==> config.mk <==
export PLATFORM = sky130hd
export DESIGN_NAME = ccu_clock_ctrl
export DESIGN_NICKNAME = d
export VERILOG_FILES = /design/src/inc/ccu_pkg.sv /design/src/rtl/ccu_clock_ctrl.sv
export VERILOG_INCLUDE_DIRS = /design/src /design/src/inc
export SDC_FILE = /design/constraint.sdc
export NUM_CORES = 1
export LEC_CHECK = 0
export ABC_AREA = 1
export BUFFER_PORTS_ARGS = -buffer_cell sky130_fd_sc_hd__buf_4
export CAP_MARGIN = 20
export CORE_UTILIZATION = 30
export DETAILED_ROUTE_END_ITERATION = 16
export HOLD_SLACK_MARGIN = 0.02
export PLACE_DENSITY = 0.55
export SLEW_MARGIN = 20
export SYNTH_ARGS = -nofsm -noshare
export SYNTH_HDL_FRONTEND = slang
export SYNTH_SLANG_ARGS = --single-unit
export TNS_END_PERCENT = 10
==> constraint.sdc <==
create_clock -name sys_clk -period 2.99 [get_ports sys_clk]
set_input_delay 0.299 -clock sys_clk [delete_from_list [all_inputs] [get_ports sys_clk]]
set_output_delay 0.299 -clock sys_clk [all_outputs]
set_load 0.1 [all_outputs]
==> src/inc/ccu_defines.svh <==
// Offsets, bit positions, reset values and counts of the clock select unit.
// Assumes an 8-bit register port with byte offsets as listed here.
`ifndef CCU_DEFINES_SVH
`define CCU_DEFINES_SVH
`define CCU_OFS_CLKS     8'h39
`define CCU_OFS_PLL      8'h3A
`define CCU_BIT_PLLSRC   7
`define CCU_BIT_PSTOP    6
`define CCU_BIT_TICKRUN  3
`define CCU_BIT_WDRUN    2
`define CCU_BIT_TICKSRC  1
`define CCU_BIT_WDSRC    0
`define CCU_FM_HI        5
`define CCU_FM_LO        4
`define CCU_CLKS_RESET   8'h80
`define CCU_PLL_RESET    8'h00
`define CCU_NORMAL_MASK  8'hCE
`define CCU_SPECIAL_MASK 8'hCF
`define CCU_FM_RATE_DIV  16
`define CCU_LOCKED_DIV   4
`endif

==> src/inc/ccu_pkg.sv <==
// Types of the clock select unit.
// Assumes ccu_defines.svh for all numeric constants.
package ccu_pkg;
   // Clock select register image, bit 7 down to bit 0
   typedef struct packed {
      logic       system_clock_from_pll;
      logic       pseudo_stop_select;
      logic [1:0] reserved;
      logic       tick_run_in_stop;
      logic       watchdog_run_in_stop;
      logic       tick_clock_source;
      logic       watchdog_clock_source;
   } ccu_clks_t;

   // Run control for the two timers while stop is active
   typedef struct packed {
      logic tick_freeze;
      logic watchdog_freeze;
   } ccu_freeze_t;

   // Frequency modulation amplitude codes
   typedef enum logic [1:0] {
      CCU_FM_OFF = 2'h0,
      CCU_FM_1PC = 2'h1,
      CCU_FM_2PC = 2'h2,
      CCU_FM_4PC = 2'h3
   } ccu_fm_t;
endpackage : ccu_pkg

==> src/rtl/ccu_clock_ctrl.sv <==
// Clock source select and PLL modulation control registers.
// Assumes synchronous inputs from the protection logic, mode straps,
// oscillator and PLL monitors, and a plain 8-bit register port.
//
// The strobed register port was chosen for this implementation.
`timescale 1ns/100ps
`include "ccu_defines.svh"
module ccu_clock_ctrl
   import ccu_pkg::*;
#(
   parameter int FM_RATE_DIV = `CCU_FM_RATE_DIV
) (
   input  wire logic       sys_clk,
   input  wire logic       rstn,
   input  wire logic [7:0] reg_addr,
   input  wire logic [7:0] reg_wdata,
   input  wire logic       reg_wr,
   input  wire logic       reg_rd,
   output      logic [7:0] reg_rdata,
   input  wire logic       write_protect_flag,
   input  wire logic       special_mode,
   input  wire logic       watchdog_ctrl_write,
   input  wire logic       stop_entry,
   input  wire logic       stop_active,
   input  wire logic       osc_qualified_in,
   input  wire logic       pll_locked_in,
   output      ccu_clks_t  clock_source_select,
   output      ccu_freeze_t timer_freeze,
   output      logic       tick_restart,
   output      logic       watchdog_restart,
   output      logic       osc_qualified,
   output      logic       pll_locked,
   output      logic       pll_status_clear,
   output      logic       osc_status_clear,
   output      logic       pll_div4,
   output      ccu_fm_t    freq_mod_amp,
   output      logic [2:0] freq_mod_pct,
   output      logic       freq_mod_step
);

   // Divider must hold at least two states to make a pulse
   if (FM_RATE_DIV < 2 || FM_RATE_DIV > 256) begin : g_chk
      $error("FM_RATE_DIV out of range");
   end

   localparam logic [7:0] FM_LAST = 8'(FM_RATE_DIV - 1);

   ccu_clks_t  clks_q;
   ccu_clks_t  clks_d;
   ccu_fm_t    fm_q;
   logic       wr_clks;
   logic       wr_pll;
   logic       full_stop_entry;
   logic [7:0] wmask;
   logic       wd_locked_q;
   logic       wd_rearm_q;
   logic       wd_src_ok;
   logic [1:0] st_in;
   logic [1:0] st_clr;
   logic [1:0] st_prev_q;
   logic [1:0] st_q;
   logic [7:0] fm_cnt_q;

   // Write qualification for both registers
   assign wr_clks = reg_wr && reg_addr == `CCU_OFS_CLKS
                    && !write_protect_flag;
   assign wr_pll  = reg_wr && reg_addr == `CCU_OFS_PLL
                    && !write_protect_flag
                    && clks_q.system_clock_from_pll;
   assign full_stop_entry = stop_entry && !clks_q.pseudo_stop_select;

   // Watchdog source stays open in normal mode until the watchdog is set up
   assign wd_src_ok = special_mode || !wd_locked_q || wd_rearm_q;
   assign wmask = special_mode ? `CCU_SPECIAL_MASK
                  : (`CCU_NORMAL_MASK | {7'h00, wd_src_ok});

   // Next clock select value; hardware forcing is applied last so it wins
   always_comb begin
      clks_d = clks_q;
      if (wr_clks) begin
         clks_d = ccu_clks_t'((clks_q & ~wmask) | (reg_wdata & wmask));
         clks_d.reserved = 2'h0;
         if (!st_q[0]) begin
            clks_d.system_clock_from_pll = 1'b1;
            clks_d.tick_clock_source = clks_q.tick_clock_source;
            clks_d.watchdog_clock_source = clks_q.watchdog_clock_source;
         end
      end
      if (!st_q[0]) begin
         clks_d.system_clock_from_pll = 1'b1;
         clks_d.tick_clock_source = 1'b0;
         clks_d.watchdog_clock_source = 1'b0;
      end
      if (full_stop_entry) begin
         clks_d.system_clock_from_pll = 1'b1;
      end
   end

   // Clock select register; bit 7 steers the system and bus clock source
   always_ff @(posedge sys_clk or negedge rstn) begin
      if (!rstn) begin
         clks_q <= ccu_clks_t'(`CCU_CLKS_RESET);
      end else begin
         clks_q <= clks_d;
      end
   end

   // Watchdog source lock: closed by the first watchdog setup in normal mode
   always_ff @(posedge sys_clk or negedge rstn) begin
      if (!rstn) begin
         wd_locked_q <= 1'b0;
      end else if (watchdog_ctrl_write && !special_mode) begin
         wd_locked_q <= 1'b1;
      end
   end

   // One more set is allowed after loss of qualification cleared the bit;
   // the loss event wins over the consuming write
   always_ff @(posedge sys_clk or negedge rstn) begin
      if (!rstn) begin
         wd_rearm_q <= 1'b0;
      end else if (!st_q[0] && clks_q.watchdog_clock_source) begin
         wd_rearm_q <= 1'b1;
      end else if (wr_clks && !special_mode && wd_locked_q
                   && clks_d.watchdog_clock_source) begin
         wd_rearm_q <= 1'b0;
      end
   end

   // Modulation register; only the two amplitude bits exist
   always_ff @(posedge sys_clk or negedge rstn) begin
      if (!rstn) begin
         fm_q <= ccu_fm_t'(2'(`CCU_PLL_RESET >> `CCU_FM_LO));
      end else if (wr_pll) begin
         fm_q <= ccu_fm_t'(reg_wdata[`CCU_FM_HI:`CCU_FM_LO]);
      end
   end

   // Status channels: 0 is oscillator qualification, 1 is PLL lock.
   // A clear holds the status low until the monitor reports a fresh rise,
   // so a monitor that is slow to drop cannot undo the clear.
   assign st_in  = {pll_locked_in, osc_qualified_in};
   assign st_clr = {wr_pll, wr_pll || full_stop_entry};
   for (genvar i = 0; i < 2; i++) begin : g_st
      always_ff @(posedge sys_clk or negedge rstn) begin
         if (!rstn) begin
            st_prev_q[i] <= 1'b0;
            st_q[i]      <= 1'b0;
         end else begin
            st_prev_q[i] <= st_in[i];
            if (st_clr[i] || !st_in[i]) begin
               st_q[i] <= 1'b0;
            end else if (!st_prev_q[i]) begin
               st_q[i] <= 1'b1;
            end
         end
      end
   end

   // Status clear strobes to the analogue monitors
   always_ff @(posedge sys_clk or negedge rstn) begin
      if (!rstn) begin
         pll_status_clear <= 1'b0;
         osc_status_clear <= 1'b0;
      end else begin
         pll_status_clear <= st_clr[1];
         osc_status_clear <= st_clr[0];
      end
   end

   // Status outputs and the unlocked divide-by-4 select
   always_ff @(posedge sys_clk or negedge rstn) begin
      if (!rstn) begin
         osc_qualified <= 1'b0;
         pll_locked    <= 1'b0;
         pll_div4      <= 1'b1;
      end else begin
         osc_qualified <= st_q[0];
         pll_locked    <= st_q[1];
         pll_div4      <= !st_q[1];
      end
   end

   // Timer freeze in stop; counters are held, never reset
   always_ff @(posedge sys_clk or negedge rstn) begin
      if (!rstn) begin
         timer_freeze <= '0;
      end else begin
         timer_freeze.tick_freeze <= stop_active
            && !(clks_q.pseudo_stop_select && clks_q.tick_run_in_stop
                 && clks_q.tick_clock_source);
         timer_freeze.watchdog_freeze <= stop_active
            && !(clks_q.pseudo_stop_select && clks_q.watchdog_run_in_stop
                 && clks_q.watchdog_clock_source);
      end
   end

   // Restart pulses on any change of a timer source, by write or by loss
   always_ff @(posedge sys_clk or negedge rstn) begin
      if (!rstn) begin
         tick_restart     <= 1'b0;
         watchdog_restart <= 1'b0;
      end else begin
         tick_restart     <= clks_d.tick_clock_source
                             != clks_q.tick_clock_source;
         watchdog_restart <= clks_d.watchdog_clock_source
                             != clks_q.watchdog_clock_source;
      end
   end

   // Modulation step divider; the system clock stands in for the reference
   always_ff @(posedge sys_clk or negedge rstn) begin
      if (!rstn) begin
         fm_cnt_q      <= 8'h00;
         freq_mod_step <= 1'b0;
      end else if (fm_q == CCU_FM_OFF) begin
         fm_cnt_q      <= 8'h00;
         freq_mod_step <= 1'b0;
      end else begin
         fm_cnt_q      <= (fm_cnt_q == FM_LAST) ? 8'h00 : fm_cnt_q + 8'h01;
         freq_mod_step <= fm_cnt_q == FM_LAST;
      end
   end

   // Cycles since the last modulation step, kept only for the spacing
   // checks: a repetition count cannot follow the divider parameter
   logic [8:0] step_gap_q;
   always_ff @(posedge sys_clk or negedge rstn) begin
      if (!rstn) begin
         step_gap_q <= 9'h000;
      end else if (fm_q == CCU_FM_OFF) begin
         step_gap_q <= 9'h000;
      end else if (freq_mod_step) begin
         step_gap_q <= 9'h001;
      end else if (step_gap_q != 9'h1FF) begin
         step_gap_q <= step_gap_q + 9'h001;
      end
   end

   // Amplitude decode in percent of VCO frequency
   always_ff @(posedge sys_clk or negedge rstn) begin
      if (!rstn) begin
         freq_mod_amp <= CCU_FM_OFF;
         freq_mod_pct <= 3'h0;
      end else begin
         freq_mod_amp <= fm_q;
         unique case (fm_q)
            CCU_FM_OFF: freq_mod_pct <= 3'h0;
            CCU_FM_1PC: freq_mod_pct <= 3'h1;
            CCU_FM_2PC: freq_mod_pct <= 3'h2;
            CCU_FM_4PC: freq_mod_pct <= 3'h4;
         endcase
      end
   end

   // Register copy on the output port
   always_ff @(posedge sys_clk or negedge rstn) begin
      if (!rstn) begin
         clock_source_select <= ccu_clks_t'(`CCU_CLKS_RESET);
      end else begin
         clock_source_select <= clks_d;
      end
   end

   // Read port: data stands only in the cycle after the strobe
   always_ff @(posedge sys_clk or negedge rstn) begin
      if (!rstn) begin
         reg_rdata <= 8'h00;
      end else if (reg_rd && reg_addr == `CCU_OFS_CLKS) begin
         reg_rdata <= clks_q;
      end else if (reg_rd && reg_addr == `CCU_OFS_PLL) begin
         reg_rdata <= {2'h0, fm_q, 4'h0};
      end else begin
         reg_rdata <= 8'h00;
      end
   end
endmodule : ccu_clock_ctrl

==> flow_metrics.env, run 1 <==
export IMPL_outcome="finished clean"
export IMPL_avgViaCountPerCell=4.270
export IMPL_crit_path_end_kind="output port"
export IMPL_grt_max_degree=46
export IMPL_ys_top_cells_by_count="dfrtp_1, nand2_1, inv_1, nor2_1, o21ai_1"
export IMPL_critPathKind="flop to output port"
export IMPL_synth_area_leader_cell="dfrtp_1"
export IMPL_track_usage=0.1156
export IMPL_clockBufferDepth=2
export IMPL_hpwl_um=2458
export IMPL_synth_cell_type_count=29
export IMPL_grt_pass1_wl_um=5395
export IMPL_final_setup_viol_count=0
export IMPL_startpoint_type="flop"
export IMPL_synth_flop_cell="dfrtp_1"
export IMPL_diodes=0
export IMPL_leakagePower_nw=1.252
export IMPL_synth_top_area_frac=0.6086
export IMPL_wirelength_um=3260
export IMPL_max_stage_delay_ps=570
export IMPL_synth_edff_count=0
export IMPL_hp_class="input port to flop"
export IMPL_place_congestion=0.7405
export IMPL_cts_root_buf="clkbuf_8"
export IMPL_fin_tns_setup_ps=0
export IMPL_grt_antenna_before_repair=0
export IMPL_htreeDepth=2
export IMPL_reg2reg_from="fm_cnt_q[0]$_DFF_PN0_"
export IMPL_p_per_area_nw_per_um2=548.5
export IMPL_numCtsBuffers=5
export IMPL_cts_sinks=45
export IMPL_final_seq_area_um2=1129
export IMPL_netlist_top_cells_area="dfrtp_1, nand2_1, inv_1"
export IMPL_drt_iter0_markers=52
export IMPL_multi_input_area_um2=506.7
export IMPL_start_util=0.3153
export IMPL_timing_critical_path_fanout_max=4
export IMPL_skew_ps=5.429
export IMPL_nets=266
export IMPL_coreArea_um2=5608
export IMPL_drc=0
export IMPL_port_buffer_count=55
export IMPL_fin_crit_sh=0.4885
export IMPL_yosysMostFrequentCell="dfrtp_1"
export IMPL_maxSlewViolCount=0
export IMPL_rows=27
export IMPL_die_area_um2=6204
export IMPL_cp_num_buf_inv=1
export IMPL_syn_cell_area_um2=1768
export IMPL_io_pins=58
export IMPL_post_cts_buffers=0
export IMPL_dr_total_vias=1328
export IMPL_hp_start="osc_qualified_in"
export IMPL_critPathRequiredTime_ps=2690
export IMPL_ys_ff_latch=45
export IMPL_grt_pass1_vias=1167
export IMPL_r2r_end="fm_cnt_q[3]$_DFF_PN0_"
export IMPL_maxCapViolCount=0
export IMPL_drive_gt1_frac=0.3473
export IMPL_cts_clk_slew_worst_paths_ps=80
export IMPL_ys_seq_area_frac=0.6384
export IMPL_cts_tree="yes"
export IMPL_firstDrtPassIters=4
export IMPL_cp_top_family="flip-flops"
export IMPL_clkLatencyLatePin_ps=290
export IMPL_grt_ovfl_total=0
export IMPL_min_path_cells=1
export IMPL_slowest_stage="dfstp_2"
export IMPL_synth_avg_cell_area_um2=10.05
export IMPL_r2r_cells=8
export IMPL_whs_ps=117.7
export IMPL_fp_dieW_um=78.77
export IMPL_yosys_warnings=0
export IMPL_wire_per_inst_um=10.48
export IMPL_critPathArrivalTime_ps=1160
export IMPL_rsz0062_at_grt="no"
export IMPL_whs_endpoint="st_prev_q[0]$_DFF_PN0_"
export IMPL_synthCells=176
export IMPL_crit_chain="buf_4"
export IMPL_fin_crit_ps=1461
export IMPL_timing_reg2reg_setup_slack_ps=1700
export IMPL_hold_viol_final=0
export IMPL_postRouteAntennaNets=0
export IMPL_max_vdd_ir_drop_mv=0.1820
export IMPL_die_h_um=78.77
export IMPL_async_flop_share=1.000
export IMPL_fmax_mhz=684.6
export IMPL_syn_to_final_growth_pct=33.05
export IMPL_max_slew_margin=0.6264
export IMPL_worst_pin_slew_ps=560.3
export IMPL_nFillCells=602
-- metrics by stage --
| stage | worst slack (ps) | power (mW) | util | cell area (µm²) | instances |
|---|---|---|---|---|---|
| detailed placement | 1706 | 0.9517 | 0.4029 | 2260 | 302 |
| global route | 1475 | 1.365 | 0.4195 | 2352 | 311 |
| floorplan | 1227 | 0.8760 | - | 1772 | 177 |
| global placement | 1728 | 0.9514 | 0.4029 | 2260 | 302 |
| CTS | 1511 | 1.313 | 0.4195 | 2352 | 311 |
| finish | 1529 | 1.290 | 0.4195 | 2352 | 311 |
-- repair_timing --
action,in CTS,in global routing
hold endpoints to repair,34,0
hold buffers,1,0
endpoints found under the setup margin,0,0
resized for setup,0,0
-- state kept, by name, summed over array words and instances (netlist names) --
register	count
wd_rearm_q	1
clock_source_select	6
pll_status_clear	1
freq_mod_pct	3
fm_cnt_q	8
reg_rdata	8
freq_mod_amp	2
timer_freeze	2
pll_div4	1
st_prev_q	2
wd_locked_q	1
fm_q	2
freq_mod_step	1
tick_restart	1
osc_status_clear	1
st_q	2
osc_qualified	1
pll_locked	1
watchdog_restart	1
-- area by class of cell --
class	count	share of cell area
Tap cell	72	0.03830
Clock buffer	6	0.03085
Clock inverter	2	0.004255
Multi-Input combinational cell	98	0.2154
Sequential cell	45	0.4798
Inverter	32	0.05160
Timing Repair Buffer	56	0.1798
-- cells in the final DEF (no fill, tap or decap), drive strengths merged, types with 2 or more instances in the layout --
cell	instances
nand4	2
dfrtp	43
buf	55
conb	2
nor3b	2
dfstp	2
nand3	10
inv	31
nand2	33
nor2	26
o31ai	2
clkbuf	6
o21ai	10
nor3	2
a21oi	4
clkinv	3
-- logic make-up after synthesis --
| logic type | synth area share |
|---|---|
| and+or+nand+nor | 0.2088 |
| DFF | 0.6384 |
| buffers and inverters | 0.07713 |
| AOI/OAI and AO/OA | 0.05661 |
| xor gates and xnor gates | 0.009910 |
| adders and majority gates | 0.007076 |
| other | 0.002121 |
-- power by group --
part | internal, mW | switching, mW | leakage [nW]
Clock | 0.162 | 0.191 | 0.0450
Combinational | 0.0758 | 0.168 | 0.662
Sequential | 0.656 | 0.0374 | 0.545
-- worst max-delay path by stage --
stage / start / to / slack [ps] / depth (start not counted)
finish: clock_source_select[7]$_DFFE_PN1P_ / clock_source_select[7] / 1530 / 1
global route: clock_source_select[7]$_DFFE_PN1P_ / clock_source_select[7] / 1470 / 1
CTS: clock_source_select[7]$_DFFE_PN1P_ / clock_source_select[7] / 1510 / 1
detailed placement: fm_cnt_q[0]$_DFF_PN0_ / fm_cnt_q[0]$_DFF_PN0_ / 1710 / 8
global placement: reg_addr[6] / wd_rearm_q$_DFFE_PN0P_ / 1730 / 9
floorplan: clock_source_select[0]$_DFF_PN0_ / watchdog_restart$_DFF_PN0_ / 1230 / 7
-- metal layers --
| layer | routed length (µm) | track usage | up-vias |
|---|---|---|---|
| li1 | - | - | 662 |
| met1 | 1465 | 0.1473 | 619 |
| met2 | 1535 | 0.1800 | 41 |
| met3 | 193 | 0.03678 | 6 |
| met4 | 65 | 0.05000 | 0 |
| met5 | 0 | 0 | - |
Power figures use the tool's default switching activity.
==> run 2: changes to the inputs <==
--- a/config.mk
+++ b/config.mk
@@ -6,13 +6,13 @@
 export SDC_FILE = /design/constraint.sdc
 export NUM_CORES = 1
 export LEC_CHECK = 0
-export ABC_AREA = 1
+export ABC_AREA = 0
 export BUFFER_PORTS_ARGS = -buffer_cell sky130_fd_sc_hd__buf_4
 export CAP_MARGIN = 20
 export CORE_UTILIZATION = 30
 export DETAILED_ROUTE_END_ITERATION = 16
 export HOLD_SLACK_MARGIN = 0.02
-export PLACE_DENSITY = 0.55
+export PLACE_DENSITY = 0.57
 export SLEW_MARGIN = 20
 export SYNTH_ARGS = -nofsm -noshare
 export SYNTH_HDL_FRONTEND = slang
==> constraint.sdc (replaced) <==
create_clock -name sys_clk -period 1.2 [get_ports sys_clk]
set_input_delay 0.12 -clock sys_clk [delete_from_list [all_inputs] [get_ports sys_clk]]
set_output_delay 0.12 -clock sys_clk [all_outputs]
set_load 0.1 [all_outputs]
==> flow_metrics.env, run 2 <==
export IMPL_wire_per_inst_um=13.13
export IMPL_grt_max_degree=46
export IMPL_postRouteAntennaNets=0
export IMPL_reg_top3="fm_cnt_q: 8 flops, reg_rdata: 8 flops, clock_source_select: 6 flops"
export IMPL_seqPwrFrac=0.504
export IMPL_maxCapViolCount=0
export IMPL_synth_top_area_frac=0.5943
export IMPL_synth_flop_cell="dfrtp_1"
export IMPL_port_buffer_count=55
export IMPL_crit_path_end_kind="flop"
export IMPL_nFillCells=563
export IMPL_grt_pass1_wl_um=6603
export IMPL_drc=0
export IMPL_wirelength_um=3927
export IMPL_hold_viol_final=0
export IMPL_grt_antenna_before_repair=0
export IMPL_clockBufferDepth=2
export IMPL_startpoint_type="flop"
export IMPL_p_sw_uw=748.7
export IMPL_die_h_um=79.69
export IMPL_final_common_cell="buf_4"
export IMPL_ys_top_cells_by_count="dfrtp_1, inv_1, and2_1, nor2_1, nor2b_1"
export IMPL_postLayoutCellArea_um2=2684
export IMPL_layout_setup_ws_ps=-229.3
export IMPL_fin_crit_sh=1.191
export IMPL_syn_cell_area_um2=1810
export IMPL_synth_area_leader_cell="dfrtp_1"
export IMPL_clkLatencyLatePin_ps=290
export IMPL_die_area_um2=6350
export IMPL_place_congestion=0.7686
export IMPL_critPathRequiredTime_ps=1380
export IMPL_maxSlewViolCount=0
export IMPL_hp_class="input port to flop"
export IMPL_p_per_area_nw_per_um2=1155
export IMPL_fin_tns_setup_ps=-1503
export IMPL_firstDrtPassIters=4
export IMPL_yosysMostFrequentCell="dfrtp_1"
export IMPL_worst_pin_slew_ps=557.6
export IMPL_synth_cell_type_count=45
export IMPL_place_area_um2=2450
export IMPL_drive_gt1_frac=0.4581
export IMPL_io_pins=58
export IMPL_coreArea_um2=5675
export IMPL_nets=254
export IMPL_final_setup_viol_count=11
export IMPL_cts_root_buf="clkbuf_8"
export IMPL_cts_sinks=45
export IMPL_netlist_top_cells_area="dfrtp_1, dfstp_2, mux2_4"
export IMPL_fp_dieW_um=79.69
export IMPL_critPathArrivalTime_ps=1610
export IMPL_crit_start="clock_source_select[7]$_DFFE_PN1P_"
export IMPL_rsz0062_at_grt="yes"
export IMPL_grt_pass1_vias=1430
export IMPL_grt_ovfl_total=0
export IMPL_violations="setup timing"
export IMPL_fmax_mhz=699.6
export IMPL_rows=27
export IMPL_htreeDepth=2
export IMPL_cts_tree="yes"
export IMPL_timing_critical_path_fanout_max=3
export IMPL_total_power_mw=3.101
export IMPL_avgViaCountPerCell=4.555
export IMPL_track_usage=0.1370
export IMPL_reg2reg_from="clock_source_select[7]$_DFFE_PN1P_"
export IMPL_cts_clk_slew_worst_paths_ps=80
export IMPL_drt_iter0_markers=61
export IMPL_ys_ff_latch=45
export IMPL_p_clk_frac=0.372
export IMPL_fin_crit_ps=1429
export IMPL_synth_avg_cell_area_um2=12.66
export IMPL_ys_seq_area_frac=0.6234
export IMPL_diodes=0
export IMPL_max_slew_margin=0.6283
export IMPL_syn_to_final_growth_pct=48.24
export IMPL_yosys_warnings=0
export IMPL_numCtsBuffers=5
export IMPL_p_int_mw=2.352
export IMPL_leakagePower_nw=1.306
export IMPL_hpwl_um=2894
export IMPL_synthCells=143
export IMPL_max_vdd_ir_drop_mv=0.6583
export IMPL_synth_edff_count=0
export IMPL_skew_ps=7.779
export IMPL_hp_start="reg_addr[0]"
export IMPL_whs_ps=29.59
export IMPL_dr_total_vias=1362
export IMPL_p_comb_frac=0.124
export IMPL_async_flop_share=1.000
export IMPL_final_cell_mix="buf_4, dfrtp_1, inv_1"
export IMPL_fin_util=0.4729
export IMPL_start_util=0.3190
export IMPL_outcome="finished with violations"
export IMPL_swShare=0.2414
export IMPL_critPathKind="flop to flop"
[run 2: final timing paths]
check                                                endpoint  slack, ps  cells after the start
min in group asynchronous               fm_cnt_q[6]$_DFF_PN0_        370                      2
min reg2reg                              pll_locked$_DFF_PN0_        380                      0
min                                    reg_rdata[4]$_DFF_PN0_         30                      2
max                                       fm_q[0]$_DFFE_PN0P_       -230                      3
max reg2reg                               fm_q[0]$_DFFE_PN0P_       -230                      3
max in group asynchronous  clock_source_select[6]$_DFFE_PN0P_        420                      2
[run 2: power groups by stage]
stage / Combinational, mW / Clock [mW] / Sequential [mW]
finish: 0.384 / 1.15 / 1.56
global route: 0.407 / 1.29 / 1.57
CTS: 0.386 / 1.20 / 1.56
detailed placement: 0.373 / 0 / 1.59
global placement: 0.372 / 0 / 1.59
floorplan: 0.0812 / 0 / 1.72
[run 2: metrics by stage]
stage,std cells,worst slack (ps)
3_3_place_gp,287,-197.2
3_5_place_dp,287,-213.8
2_1_floorplan,144,-439.9
6_report,299,-229.3
5_1_grt,299,-268.0
4_1_cts,298,-220.6
[run 2: area by class of cell]
type,count,area (µm²),area share
Clock buffer,7,86.33,0.03217
Clock inverter,1,30.03,0.01119
Inverter,8,30.03,0.01119
Sequential cell,45,1135,0.4228
Timing Repair Buffer,79,644.4,0.2401
Multi-Input combinational cell,87,668.1,0.2490
Tap cell,72,90.09,0.03357
[run 2: cells by family (layout without fill, tap and decap cells)]
group / after synthesis / after routing / share of synthesized area
multiplexers: 8 / 8 / 0.05390
XOR/XNOR: 3 / 3 / 0.01452
AND/OR/NAND/NOR: 55 / 55 / 0.1970
other: 1 / 2 / 0.002071
buffers and inverters: 12 / 95 / 0.03386
flip-flops: 45 / 45 / 0.6234
adder cells (fa/ha/maj): 1 / 1 / 0.006910
AO/OA/AOI/OAI: 18 / 18 / 0.06842
[run 2: timing repair]
| item | CTS | global route |
|---|---|---|
| setup buffers | 0 | 1 |
| gates resized for setup | 16 | 3 |
| pin swaps | 2 | 2 |
| hold buffers | 3 | 0 |
| endpoints found under the hold margin | 45 | 0 |
| setup endpoints to repair | 17 | 17 |
[run 2: per-layer routing]
layer  global-route usage  share of wire  vias to the layer above
li1                     -              -                      664
met4              0.03818         0.0069                        0
met2               0.2179           0.48                       40
met1               0.1833           0.46                      653
met5                    0              0                        -
met3              0.03543          0.053                        5
[run 2: worst max-delay path: stages (launching register included)]
cell and delay [ps]:
dfstp_4 610, and3b_1 180, and4_4 240, mux2_4 300
